## src/cpc_params.svh

```systemverilog
// constants for the configuration pin control block
`ifndef CPC_PARAMS_SVH
`define CPC_PARAMS_SVH
`define CPC_MODE_W 4
`define CPC_MODE_RST 4'h0
`define CPC_MODE_ASYNC_PERIPH 4'h5
`define CPC_MODE_SLAVE_PAR 4'h7
`define CPC_MODE_PROC 4'hD
`define CPC_MODE_MASTER_PAR 4'hA
`define CPC_CLEAR_NS 2048
`define CPC_CLEAR_CYC ((`CPC_CLEAR_NS + 7) / 8)
`define CPC_BYTE_NS 64
`define CPC_BYTE_CYC ((`CPC_BYTE_NS + 7) / 8)
`define CPC_CNT_W 16
`define CPC_STATUS_BIT 7
`endif

```

## src/cpc_pkg.sv

```systemverilog
// types for the configuration pin control block
package cpc_pkg;
   typedef enum logic [5:0] {
      CPC_POWER = 6'h01,
      CPC_CLEAR = 6'h02,
      CPC_WAIT = 6'h04,
      CPC_LOAD = 6'h08,
      CPC_START = 6'h10,
      CPC_USER = 6'h20
   } cpc_state_type;
   typedef struct packed {
      logic chip_sel_low;
      logic chip_sel_high;
      logic rd_n;
      logic wr_n;
   } cpc_host_type;
   typedef struct packed {
      logic [2:0] program_restart_n;
      logic [2:0] init_in;
      logic [2:0] done_in;
      logic [2:0] power_ok;
      logic [2:0] scan_sel;
      logic [2:0] cs0;
      logic [2:0] cs1;
      logic [2:0] rd_n;
      logic [2:0] wr_n;
      logic [3:0] mode0;
      logic [3:0] mode1;
      cpc_state_type state;
      logic [15:0] cnt;
      logic [3:0] mode;
      logic init_drive;
      logic ready;
      logic mem_rd;
      logic done_rel;
      logic pins_rel;
      logic scan_en;
      logic status_oe;
      logic status_val;
   } cpc_state_all_type;
endpackage

```

## src/cpc_ctrl.sv

```systemverilog
// configuration pin control: mode latch, init handshake, select and status
// Summary of operation
// - latch mode pins on init rising edge
// - unselected boundary scan disabled after configuration
// - ready/busy shows room for another byte
// - selected read in async peripheral mode returns ready on status bit
// - master parallel drives memory read strobe
// - active-high in-progress output high until done
// - active-low in-progress output low until done
// - pull init low during power and clear
// - external low init holds wait state
// - selected when chip selects low and high
// - low read strobe makes status bit output
// - write strobe wins over simultaneous read
// - done release timed apart from pins
// - open-drain done high; external low delays
// - program input restarts and resets scan

`timescale 1ns/1ns
`include "cpc_params.svh"

module cpc_ctrl
(
   input wire logic mclk_i, // 125 MHz clock
   input wire logic reset_n_i, // synchronous reset, active low
   input wire logic power_ok_i, // supplies stable (pin)
   input wire logic program_restart_n_i, // restart request, active low (pin)
   input wire logic [3:0] mode_pins_i, // mode select pins
   input wire logic init_i, // init line level
   output logic init_o, // init drive value, always low
   output logic init_oe_o, // init pulled low while high
   input wire logic done_i, // done line level
   output logic done_o, // done drive value
   output logic done_oe_o, // done driven low while high
   input wire cpc_pkg::cpc_host_type host_i, // selects and strobes
   input wire logic byte_taken_i, // core consumed a byte
   input wire logic load_end_i, // last frame loaded
   input wire logic scan_sel_i, // boundary scan selected
   input wire logic [1:0] done_rel_opt_i, // done release delay in steps of 4 cycles
   input wire logic [1:0] pins_rel_opt_i, // pin release delay in steps of 4 cycles
   output logic status_data_bit_o, // status on data bit 7
   output logic status_data_bit_oe_o, // status bit driven
   output logic ready_busy_o, // ready high, busy low
   output logic mem_rd_o, // memory read strobe
   output logic cfg_active_high_o, // high while configuring
   output logic cfg_active_low_o, // low while configuring
   output logic wr_accept_o, // write strobe taken, one cycle
   output logic scan_en_o, // boundary scan enabled
   output logic pins_released_o, // config pins freed, user i/o live
   output logic [3:0] mode_o // latched mode
);
   import cpc_pkg::*;

   // one packed record holds every flop; nxt_r is its next value
   cpc_state_all_type r_ff;
   cpc_state_all_type nxt_r;

   // decode helpers, rebuilt every cycle from registered pins
   logic selected;
   logic init_rise;
   logic wr_edge;
   logic periph;

   // pins pass two flops before use; third stage only for edges
   always_comb
   begin
      nxt_r = r_ff;
      nxt_r.program_restart_n = {r_ff.program_restart_n[1:0], program_restart_n_i};
      nxt_r.init_in = {r_ff.init_in[1:0], init_i};
      nxt_r.done_in = {r_ff.done_in[1:0], done_i};
      nxt_r.power_ok = {r_ff.power_ok[1:0], power_ok_i};
      nxt_r.scan_sel = {r_ff.scan_sel[1:0], scan_sel_i};
      nxt_r.cs0 = {r_ff.cs0[1:0], host_i.chip_sel_low};
      nxt_r.cs1 = {r_ff.cs1[1:0], host_i.chip_sel_high};
      nxt_r.rd_n = {r_ff.rd_n[1:0], host_i.rd_n};
      nxt_r.wr_n = {r_ff.wr_n[1:0], host_i.wr_n};

      // mode pins get the same two-flop treatment as the strobes
      nxt_r.mode0 = mode_pins_i;
      nxt_r.mode1 = r_ff.mode0;

      // decodes read second and third stages only, never the first
      selected = !r_ff.cs0[1] && r_ff.cs1[1];
      init_rise = r_ff.init_in[1] && !r_ff.init_in[2];
      periph = (r_ff.mode == `CPC_MODE_ASYNC_PERIPH);
      wr_edge = 1'b0;

      // one shared down-counter; it parks at zero instead of wrapping
      nxt_r.cnt = (r_ff.cnt == 16'h0000) ? 16'h0000 : r_ff.cnt - 16'h0001;

      // mode captured only here, held otherwise
      if (init_rise && r_ff.state == CPC_WAIT)
         nxt_r.mode = r_ff.mode1;

      // configuration sequence
      case (r_ff.state)
         CPC_POWER:
         begin
            // hold init low until the supplies settle
            nxt_r.init_drive = 1'b1;
            if (r_ff.power_ok[1])
            begin
               nxt_r.state = CPC_CLEAR;
               nxt_r.cnt = 16'(`CPC_CLEAR_CYC);
            end
         end
         CPC_CLEAR:
         begin
            // memory clear time counted out with init still low
            nxt_r.init_drive = 1'b1;
            if (r_ff.cnt == 16'h0000)
            begin
               nxt_r.init_drive = 1'b0;
               nxt_r.state = CPC_WAIT;
            end
         end
         CPC_WAIT:
         begin
            // external low on init keeps us here
            if (init_rise)
            begin
               nxt_r.state = CPC_LOAD;
               nxt_r.ready = 1'b1;
            end
         end
         CPC_LOAD:
         begin
            // write beats read when both low
            wr_edge = selected && !r_ff.wr_n[1] && r_ff.wr_n[2];
            if (wr_edge && r_ff.ready)
            begin
               nxt_r.ready = 1'b0;
               nxt_r.cnt = 16'(`CPC_BYTE_CYC);
            end
            else if (!r_ff.ready && (byte_taken_i || r_ff.cnt == 16'h0000))
               nxt_r.ready = 1'b1;
            // strobe toggles every cycle; the memory paces itself on it
            nxt_r.mem_rd = (r_ff.mode == `CPC_MODE_MASTER_PAR) && !r_ff.mem_rd;
            if (load_end_i)
            begin
               nxt_r.state = CPC_START;
               nxt_r.mem_rd = 1'b0;
               nxt_r.cnt = 16'(done_rel_opt_i) << 2;
            end
         end
         CPC_START:
         begin
            // done and pins released on separate programmed delays
            if (r_ff.cnt == 16'h0000)
               nxt_r.done_rel = 1'b1;
            if (r_ff.done_rel && r_ff.done_in[1])
            begin
               nxt_r.state = CPC_USER;
               nxt_r.cnt = 16'(pins_rel_opt_i) << 2;
            end
         end
         CPC_USER:
         begin
            if (r_ff.cnt == 16'h0000)
               nxt_r.pins_rel = 1'b1;
         end
         default:
            nxt_r.state = CPC_POWER;
      endcase

      // unselected scan dies once configuration completes
      nxt_r.scan_en = !(r_ff.pins_rel && !r_ff.scan_sel[1]);
      nxt_r.status_oe = periph && selected && !r_ff.rd_n[1] && r_ff.wr_n[1]
                        && r_ff.state == CPC_LOAD;
      // status copy lags ready by a cycle; the host reads it asynchronously
      nxt_r.status_val = r_ff.ready;

      // restart wipes all control state except the latched mode, scan included
      if (!r_ff.program_restart_n[1])
      begin
         nxt_r.state = CPC_CLEAR;
         nxt_r.cnt = 16'(`CPC_CLEAR_CYC);
         nxt_r.init_drive = 1'b1;
         nxt_r.ready = 1'b0;
         nxt_r.mem_rd = 1'b0;
         nxt_r.done_rel = 1'b0;
         nxt_r.pins_rel = 1'b0;
         nxt_r.scan_en = 1'b0;
         nxt_r.status_oe = 1'b0;
      end

      // accept pulse only; writes while busy are dropped without notice
      wr_accept_o = wr_edge && r_ff.ready;
   end

   // single state register
   always_ff @(posedge mclk_i)
   begin
      if (!reset_n_i)
      begin
         r_ff <= '0;
         r_ff.program_restart_n <= 3'h7;
         r_ff.init_in <= 3'h0;
         r_ff.rd_n <= 3'h7;
         r_ff.wr_n <= 3'h7;
         r_ff.state <= CPC_POWER;
         r_ff.mode <= `CPC_MODE_RST;
         r_ff.init_drive <= 1'b1;
         r_ff.scan_en <= 1'b1;
      end
      else
         r_ff <= nxt_r;
   end

   // open-drain pins drive low only
   // the high level comes from the board pull-up
   assign init_o = 1'b0;
   assign init_oe_o = r_ff.init_drive;
   assign done_o = 1'b0;
   assign done_oe_o = !r_ff.done_rel;
   // status bit and its enable feed the data bit 7 pad
   assign status_data_bit_o = r_ff.status_val;
   assign status_data_bit_oe_o = r_ff.status_oe;
   assign ready_busy_o = r_ff.ready;
   assign mem_rd_o = r_ff.mem_rd;
   // both in-progress flags stay put until the pins are freed
   assign cfg_active_high_o = !r_ff.pins_rel;
   assign cfg_active_low_o = r_ff.pins_rel;
   assign scan_en_o = r_ff.scan_en;
   assign pins_released_o = r_ff.pins_rel;
   assign mode_o = r_ff.mode;
endmodule

```

## config.mk

```make
export PLATFORM = sky130hd
export DESIGN_NAME = cpc_ctrl
export DESIGN_NICKNAME = d
export VERILOG_FILES = /design/src/cpc_pkg.sv /design/src/cpc_ctrl.sv
export VERILOG_INCLUDE_DIRS = /design/src
export SDC_FILE = /design/constraint.sdc
export NUM_CORES = 1
export LEC_CHECK = 0
export BUFFER_PORTS_ARGS = -buffer_cell sky130_fd_sc_hd__buf_4
export CAP_MARGIN = 10
export CORE_UTILIZATION = 59
export DETAILED_ROUTE_END_ITERATION = 12
export PLACE_DENSITY = 0.91
export SLEW_MARGIN = 20
export SYNTH_ARGS = -nofsm -noshare
export SYNTH_HDL_FRONTEND = slang
export SYNTH_SLANG_ARGS = --single-unit
```

## constraint.sdc

```tcl
create_clock -name mclk_i -period 4.3 [get_ports mclk_i]
set_input_delay 0.215 -clock mclk_i [delete_from_list [all_inputs] [get_ports mclk_i]]
set_output_delay 0.215 -clock mclk_i [all_outputs]
set_load 0.02 [all_outputs]
```

Yosys cells after proc, flatten, opt, wreduce, memory -nomap -nowiden
Index checks and enable logic that the tools add are counted.

Equality and inequality tests: 20. Bitwise gates (word level): 1. $add $sub $neg: 1. Reductions and logical operators: 35. Multiplexer cells: 19.

Operators by type and width (number): 2-to-1 mux 22 bit (3); one-hot mux 16 bit (3 select lines) (1); one-hot mux 6 bit (6 select lines) (1); 2-to-1 mux 16 bit (2); 2-to-1 mux 18 bit (1); != test 3 bit (second input constant) (6); zero test 16 bit (1); subtractor 16 x 1 -> 16 bit (second input constant) (1); logical AND 1 bit (15); 2-to-1 mux 6 bit (2); != test 2 bit (second input constant) (6); AND reduction 6 bit (2); zero test 1 bit (10); == test 6 x 1 -> 1 bit (second input constant) (1); == test 6 x 2 -> 1 bit (second input constant) (1); == test 6 x 3 -> 1 bit (second input constant) (1); == test 6 x 4 -> 1 bit (second input constant) (1); == test 6 x 5 -> 1 bit (second input constant) (1); == test 6 bit (second input constant) (1); 2-to-1 mux 1 bit (6); AND reduction 2 bit (3); == test 4 x 3 -> 1 bit (second input constant) (1); == test 4 bit (second input constant) (1); one-hot mux 1 bit (2 select lines) (2); other kinds (5) (6).

Input bits: 21. Word-level logic and storage cells: 100. Flip-flop bits (word level): 62. Output and inout port bits: 17.

Depth between registers and ports, before layout
Gate-level depths: netlist of the first run.

Word-level depth: 9. Mapped depth: 7. Mapped depth without buffers: 6.

Worst setup path before layout of the first run
OpenSTA, ideal clock, no wires.

Kind: reg-to-reg. From: register r_ff[22] in the netlist's numbering. To: register r_ff[19] in the netlist's numbering. Path buffers: 1. Stages on the path, launching flop included: 7. Period minus slack after synthesis: 2148 ps. Data arrival time: 2033 ps. Setup time: 115 ps. Setup slack: 2152 ps. Required time: 4185 ps. Path through: dfxtp_1 > or4_1 > or3_1 > or4_4 > nand4_4 > buf_6 > nor2_2.

Cells in the longest elaborated chain, start to end: 5.

RTL lines: start, declared (line cpc_ctrl.sv:55) `cpc_state_all_type r_ff;`; start signal, assigned (line cpc_ctrl.sv:207) `r_ff <= nxt_r;`; zero test 16 bit * (line cpc_ctrl.sv:89) `nxt_r.cnt = (r_ff.cnt == 16'h0000) ? 16'h0000 : r_ff.cnt - 16'h0001;`; 2-to-1 mux 16 bit * (line cpc_ctrl.sv:89); 2-to-1 mux 16 bit (line cpc_ctrl.sv:130) `if (wr_edge && r_ff.ready)`; 2-to-1 mux 22 bit (line cpc_ctrl.sv:139) `if (load_end_i)`; one-hot mux 16 bit (3 select lines) * (line cpc_ctrl.sv:96) `case (r_ff.state)`.

Every way passes the cells marked *; elsewhere a longest branch is shown, timed or not. The select of a mux whose other input is x is not followed. A chain may end at the register's enable or synchronous reset.

Final worst setup path of the first run
From: register r_ff[28] in the netlist's numbering. To: output port wr_accept_o.

Cells in the longest elaborated chain, start to end: 3.

RTL lines: == test 6 x 4 -> 1 bit (line cpc_ctrl.sv:96); 2-to-1 mux 1 bit (line cpc_ctrl.sv:96); logical AND 1 bit (line cpc_ctrl.sv:188) `wr_accept_o = wr_edge && r_ff.ready;`; end, declared (line cpc_ctrl.sv:47) `output logic wr_accept_o,`.

Every way passes these cells.

==> flow_summary.yaml, run 1 <==
worst_setup_path:
  crit_type: "reg2out"
  r2r_slack_ns: 1.95
  r2r_cells: 5
  critical_path.max_fanout: 8
  critPathArrivalTime_ns: 2.35
  r2r_end: "r_ff[17]"
  crit_path_end_kind: "output pin"
  rr_startpoint: "r_ff[32]"
  critPathLaunchType: "flip-flop"
  worstPathRequired_ns: 4.09
pwr:
  p_leak_nw: 1.18
  clock_power_share: 0.272
  p_int_w: 0.00115
  p_switching_w: 0.000616
  powerDensity_nw_per_um2: 610
  ir_drop_mv: 0.320
  combPwrFrac: 0.320
  switching_share: 0.350
  power_frac_seq: 0.408
clocking:
  clk_pin_slew_ns: 0.07
  insertion_delay_ns: 0.34
  cts_inserted_buffers: 9
  h-tree-depth: 3
  post_cts_buffers: 0
  cts_sinks: 62
  holdBufCountCts: 0
  cts-root-buf: "clkbuf_8"
  clockBufferDepth: 2
  cts_resized: 0
  cts_tree: "built"
sta:
  min_period_ns: 2.57
  max_freq_mhz: 389
  tightest_slew_ns: 0.786
  slew_headroom: 0.475
  final-setup-viol-count: 0
  drv_slew: 0
  final.setup.tns_ns: 0
  skew_ns: 0.0130
  hold_violations: 0
  fin_crit_sh: 0.598
  fin_ws_ns: 1.73
  rsz0062_at_grt: "false"
cells_and_area:
  final_nets: 300
  drive_gt1_frac: 0.247
  area_growth_pct: 17.8
  final_util: 0.722
  final.fill_count: 277
  fin_area_um2: 2890
  multi_input_area_um2: 1100
  seq_area_um2: 1240
  diodes: 0
logic_synthesis:
  synth_top_cells_by_area: "dfxtp_1 (51%), and2_1 (6.1%), nand2b_1 (3.1%)"
  synth_compound_area_frac: 0.0960
  synthCells: 245
  synth-simple-area-share: 0.283
  ys_types: 51
  synth.mux.area_fraction: 0.0209
  synth_area_per_cell_um2: 10.0
  async_flop_share: 0
  synth_top_family_by_area: "simple AND/OR/NAND/NOR gates"
  synth_top_cell_area_share: 0.506
  synthAdderAreaFrac: 0.00510
  synth_edf_count: 0
  synth-xor-area-share: 0.0429
  ys_warn_count: 0
  ys.flop_type: "dfxtp_1"
  synth_largest_area_cell: "dfxtp_1"
  mappedNetlistArea_um2: 2450
  ys_seq_elements: 62
  ys_seq_area_frac: 0.506
detailed_routing:
  drc: 0
  drtPass1Iterations: 4
  drt-total-wl_um: 4600
  vias_per_cell: 5.52
  via_count: 1837
  drt-initial-drc-count: 195
  wl_per_cell_um: 13.8
  postRouteAntennaNets: 0
placed_design:
  port_buffers: 35
  gp_congestion: 0.850
  placed_area_um2: 2690
  dp_hpwl_um: 3040
  post-place-ws_ns: 2.00
worst_hold_path:
  worstHoldPathType: "in2reg"
  hold_start: "host_i[0]"
  hold_path_end: "nxt_r[43]"
  holdPathStages: 2
run:
  timing.max_cap.violations: 0
global_routing:
  grt_pass1_vias: 1710
  antenna_found_initial: 0
  grt_max_degree: 40
  gr-usage-all-layers: 0.243
  grt_overflow: 0
  grt_pass1_wl_um: 7740
die:
  io_pins: 38
  die_h_um: 66.5
  die_w_um: 66.5
  die-area_um2: 4420
  design.core.area_um2: 4000
  start_util: 0.613
  row_count: 23
run_status:
  status: "finished clean"
## power groups by stage
stage	sequential, W	clock, W	combinational (W)
6_report	0.000719	0.000478	0.000564
5_1_grt	0.000728	0.000521	0.000621
4_1_cts	0.000716	0.000488	0.000560
3_5_place_dp	0.000728	0	0.000549
3_3_place_gp	0.000723	0	0.000532
2_1_floorplan	0.000714	0	0.000475
## registers in the layout (all words and copies together), names as in the netlist
signal	flops
cfg_active_low_o	1
init_oe_o	1
mem_rd_o	1
mode_o	4
nxt_r	22
r_ff	29
ready_busy_o	1
scan_en_o	1
status_data_bit_o	1
status_data_bit_oe_o	1
## Yosys cell counts, types with 5 or more instances
master,n
buf_4,7
nor3_1,6
dfxtp_1,62
nor2_2,10
and2_1,24
a21oi_1,9
nand2b_1,12
clkbuf_1,6
or3_1,5
o21ai_0,9
inv_1,6
xnor2_1,8
nor2b_1,5
nand2_1,8
nor2_1,15
## logic make-up (layout without fill, tap and decap cells)
logic type / after synthesis / count (layout)
AO/OA/AOI/OAI: 33 / 33
XOR/XNOR: 12 / 12
adder cells (fa/ha/maj): 1 / 1
buffers and inverters: 20 / 57
flip-flops: 62 / 62
multiplexers: 5 / 5
other: 1 / 2
AND/OR/NAND/NOR: 111 / 111
## cell usage in the layout, fill, tap and decap left out, types with 3 or more instances in the layout
cell type / synthesis / final
nor3b_1: 3 / 3
xor2_1: 4 / 4
nand2_1: 8 / 8
buf_4: 7 / 35
nor2_1: 15 / 15
a21oi_1: 9 / 9
nor2_2: 10 / 10
xnor2_1: 8 / 8
nand2b_1: 12 / 12
or3_1: 5 / 5
nor2b_1: 5 / 5
clkinv_4: 0 / 3
clkbuf_8: 0 / 11
mux2i_1: 4 / 4
inv_1: 6 / 6
nor3_1: 6 / 6
nand3_1: 3 / 3
and2_1: 24 / 24
o21ai_0: 9 / 9
or4_1: 4 / 4
dfxtp_1: 62 / 62
## per-stage QoR
stage | cells | total power, W | hold slack (ns)
global route | 333 | 0.00187 | 0.0423
CTS | 333 | 0.00176 | 0.0398
finish | 333 | 0.00176 | 0.0582
floorplan | 246 | 0.00119 | 0.316
detailed placement | 317 | 0.00128 | 0.392
global placement | 317 | 0.00126 | 0.389
## how the worst max path moves through the flow
stage	startpoint	to	slack, ns	depth (start not counted)
floorplan	r_ff[22]	r_ff[19]	2.15	6
global placement	r_ff[28]	r_ff[17]	2.07	5
detailed placement	r_ff[28]	r_ff[17]	2.00	5
CTS	r_ff[28]	wr_accept_o	1.74	4
global route	r_ff[28]	wr_accept_o	1.58	4
finish	r_ff[28]	wr_accept_o	1.73	4
## routing by layer
metal	global-route usage	up-vias	wire, µm	share of wire
met1	0.302	844	1990	0.43
met2	0.367	85	2190	0.48
met5	0	-	0	0
li1	-	900	-	-
met3	0.0925	8	343	0.075
met4	0.117	0	77	0.017
## cell type report
cell class                 instances  area share
clock buffer                      11      0.0524
timing repair buffer              35      0.0910
clock inverter                     5      0.0147
inverter                           6     0.00780
tap                               50      0.0217
multi-input combinational        164       0.383
sequential                        62       0.430
## worst max-delay path: stages, from the launching register on
cell and delay (ns):
dfxtp_1 0.37, or4_4 0.58, nor3b_1 0.66, and2_1 0.25, buf_4 0.15
Power figures use the tool's default switching activity.
==> run 2, diff against run 1 <==
CORE_UTILIZATION = 55   (was 59)
PLACE_DENSITY = 0.87   (was 0.91)
clock period = 2.5 ns   (was 4.3 ns; I/O delays follow)
==> run 2 against run 1 <==
- worst setup slack worse by 1.6 ns
- die area up 7.0%
- clock power up 85%
==> flow_summary.yaml, run 2 (same netlist as run 1, synthesis figures left out) <==
die:
  die_h_um: 68.8
  start_util: 0.591
  design.core.area_um2: 4140
  io_pins: 38
  die-area_um2: 4730
  die_w_um: 68.8
  row_count: 23
global_routing:
  grt_pass1_vias: 1694
  gr-usage-all-layers: 0.233
  grt_max_degree: 40
  antenna_found_initial: 0
  grt_overflow: 0
  grt_pass1_wl_um: 7750
sta:
  rsz0062_at_grt: "false"
  drv_slew: 0
  final.setup.tns_ns: 0
  slew_headroom: 0.595
  skew_ns: 0.00627
  hold_violations: 0
  min_period_ns: 2.33
  tightest_slew_ns: 0.602
  max_freq_mhz: 429
  final-setup-viol-count: 0
  fin_crit_sh: 0.933
pwr:
  ir_drop_mv: 0.784
  powerDensity_nw_per_um2: 1020
  p_leak_nw: 1.25
  fin_total_pwr_w: 0.00309
detailed_routing:
  drc: 0
  vias_per_cell: 5.31
  postRouteAntennaNets: 0
  drt-total-wl_um: 4780
  via_count: 1841
  drtPass1Iterations: 4
  wl_per_cell_um: 13.8
  drt-initial-drc-count: 126
clocking:
  cts_tree: "built"
  clockBufferDepth: 2
  h-tree-depth: 3
  post_cts_buffers: 0
  cts-root-buf: "clkbuf_8"
  clk_pin_slew_ns: 0.07
  cts_sinks: 62
  insertion_delay_ns: 0.34
  cts_inserted_buffers: 9
cells_and_area:
  diodes: 0
  layout_commonest_cell: "dfxtp_1"
  fin_area_um2: 3040
  final_util: 0.733
  drive_gt1_frac: 0.239
  area_growth_pct: 24.0
  final_cell_mix: "dfxtp_1 (62), buf_4 (36), and2_1 (24)"
  largest_register: "r_ff"
  largest_reg_flops: 29
  final_nets: 314
worst_setup_path:
  crit_path_end_kind: "output pin"
  crit_type: "reg2out"
  critical_path.startpoint: "r_ff[28]"
  cpPeakStageDelay_ns: 0.58
  r2r_end: "r_ff[17]"
  r2r_slack_ns: 0.20
  critPathLaunchType: "flip-flop"
  critical_path.max_fanout: 8
  cpMaxStageDelayCell: "or4_4"
  crit_family: "simple AND/OR/NAND/NOR gates"
  endpoint: "wr_accept_o"
  crit_chain: "or4_4, nor3b_1, and2_1, buf_4"
  critPathArrivalTime_ns: 2.21
  worst-path-stages: 4
  r2r_cells: 5
  worstPathRequired_ns: 2.38
  rr_startpoint: "r_ff[28]"
  critPathBufInv: 1
run:
  timing.max_cap.violations: 0
run_status:
  status: "finished clean"
placed_design:
  dp_hpwl_um: 3120
  gp_congestion: 0.806
  placed_area_um2: 2700
  port_buffers: 35
worst_hold_path:
  worstHoldPathType: "in2reg"
## run 2: changes by cell type in the layout (fill, tap and decap cells not counted), sizes merged
cell | before | now
dlygate4sd3 | 0 | 13
buf | 35 | 36
bufinv | 0 | 1
clkbuf | 11 | 10
clkinv | 3 | 4
clkinvlp | 1 | 0
## run 2: report_power, final
part	switching [W]	internal [W]	leakage, nW
Combinational	0.000520	0.000441	0.637
Clock	0.000393	0.000494	0.107
Sequential	0.000120	0.00112	0.508
Total	0.00103	0.00205	1.25
## run 2: how the worst min path moves through the flow
stage / startpoint / endpoint / slack, ns / cells past startpoint
6_report: pins_rel_opt_i[0] / r_ff[14] / 0.07 / 3
5_1_grt: load_end_i / r_ff[32] / 0.09 / 3
4_1_cts: load_end_i / r_ff[32] / 0.06 / 3
3_5_place_dp: host_i[0] / nxt_r[43] / 0.31 / 2
3_3_place_gp: host_i[0] / nxt_r[43] / 0.31 / 2
2_1_floorplan: host_i[0] / nxt_r[43] / 0.23 / 1
## run 2: per-layer routing
layer  wire length [µm]  vias to the layer above  part of all wire  track usage
met1               2100                      850              0.44        0.282
met4                 66                        0             0.014       0.0944
met3                258                        7             0.054       0.0707
met5                  0                        -                 0            0
met2               2360                       59              0.49        0.386
li1                   -                      925                 -            -
## run 2: what timing repair did
action / in CTS / in global routing
hold endpoints to repair: 13 / 0
resized for setup: 0 / 0
hold buffers: 13 / 0
## run 2: metrics by stage
| stage | hold WS [ns] | setup WS, ns | cells |
|---|---|---|---|
| 2_1_floorplan | 0.226 | 0.352 | 246 |
| 3_3_place_gp | 0.310 | 0.259 | 318 |
| 3_5_place_dp | 0.311 | 0.211 | 318 |
| 4_1_cts | 0.0587 | 0.183 | 347 |
| 5_1_grt | 0.0916 | 0.0545 | 347 |
| 6_report | 0.0706 | 0.168 | 347 |
## run 2: layout make-up
cell class	count	area (µm²)
inverters	6	22.5
multi-input cells	164	1100
well taps	50	62.6
repair buffers	49	400
fillers	289	1100
clock buffers	10	138
flip-flops and latches	62	1240
clock inverters	6	70.1
## run 2: worst register-to-register path, stage by stage, from the launching register on
cell       delay, ns
dfxtp_1         0.37
or4_4           0.58
or4b_4          0.55
o2111ai_4       0.24
nand4_4         0.29
a21oi_1         0.20
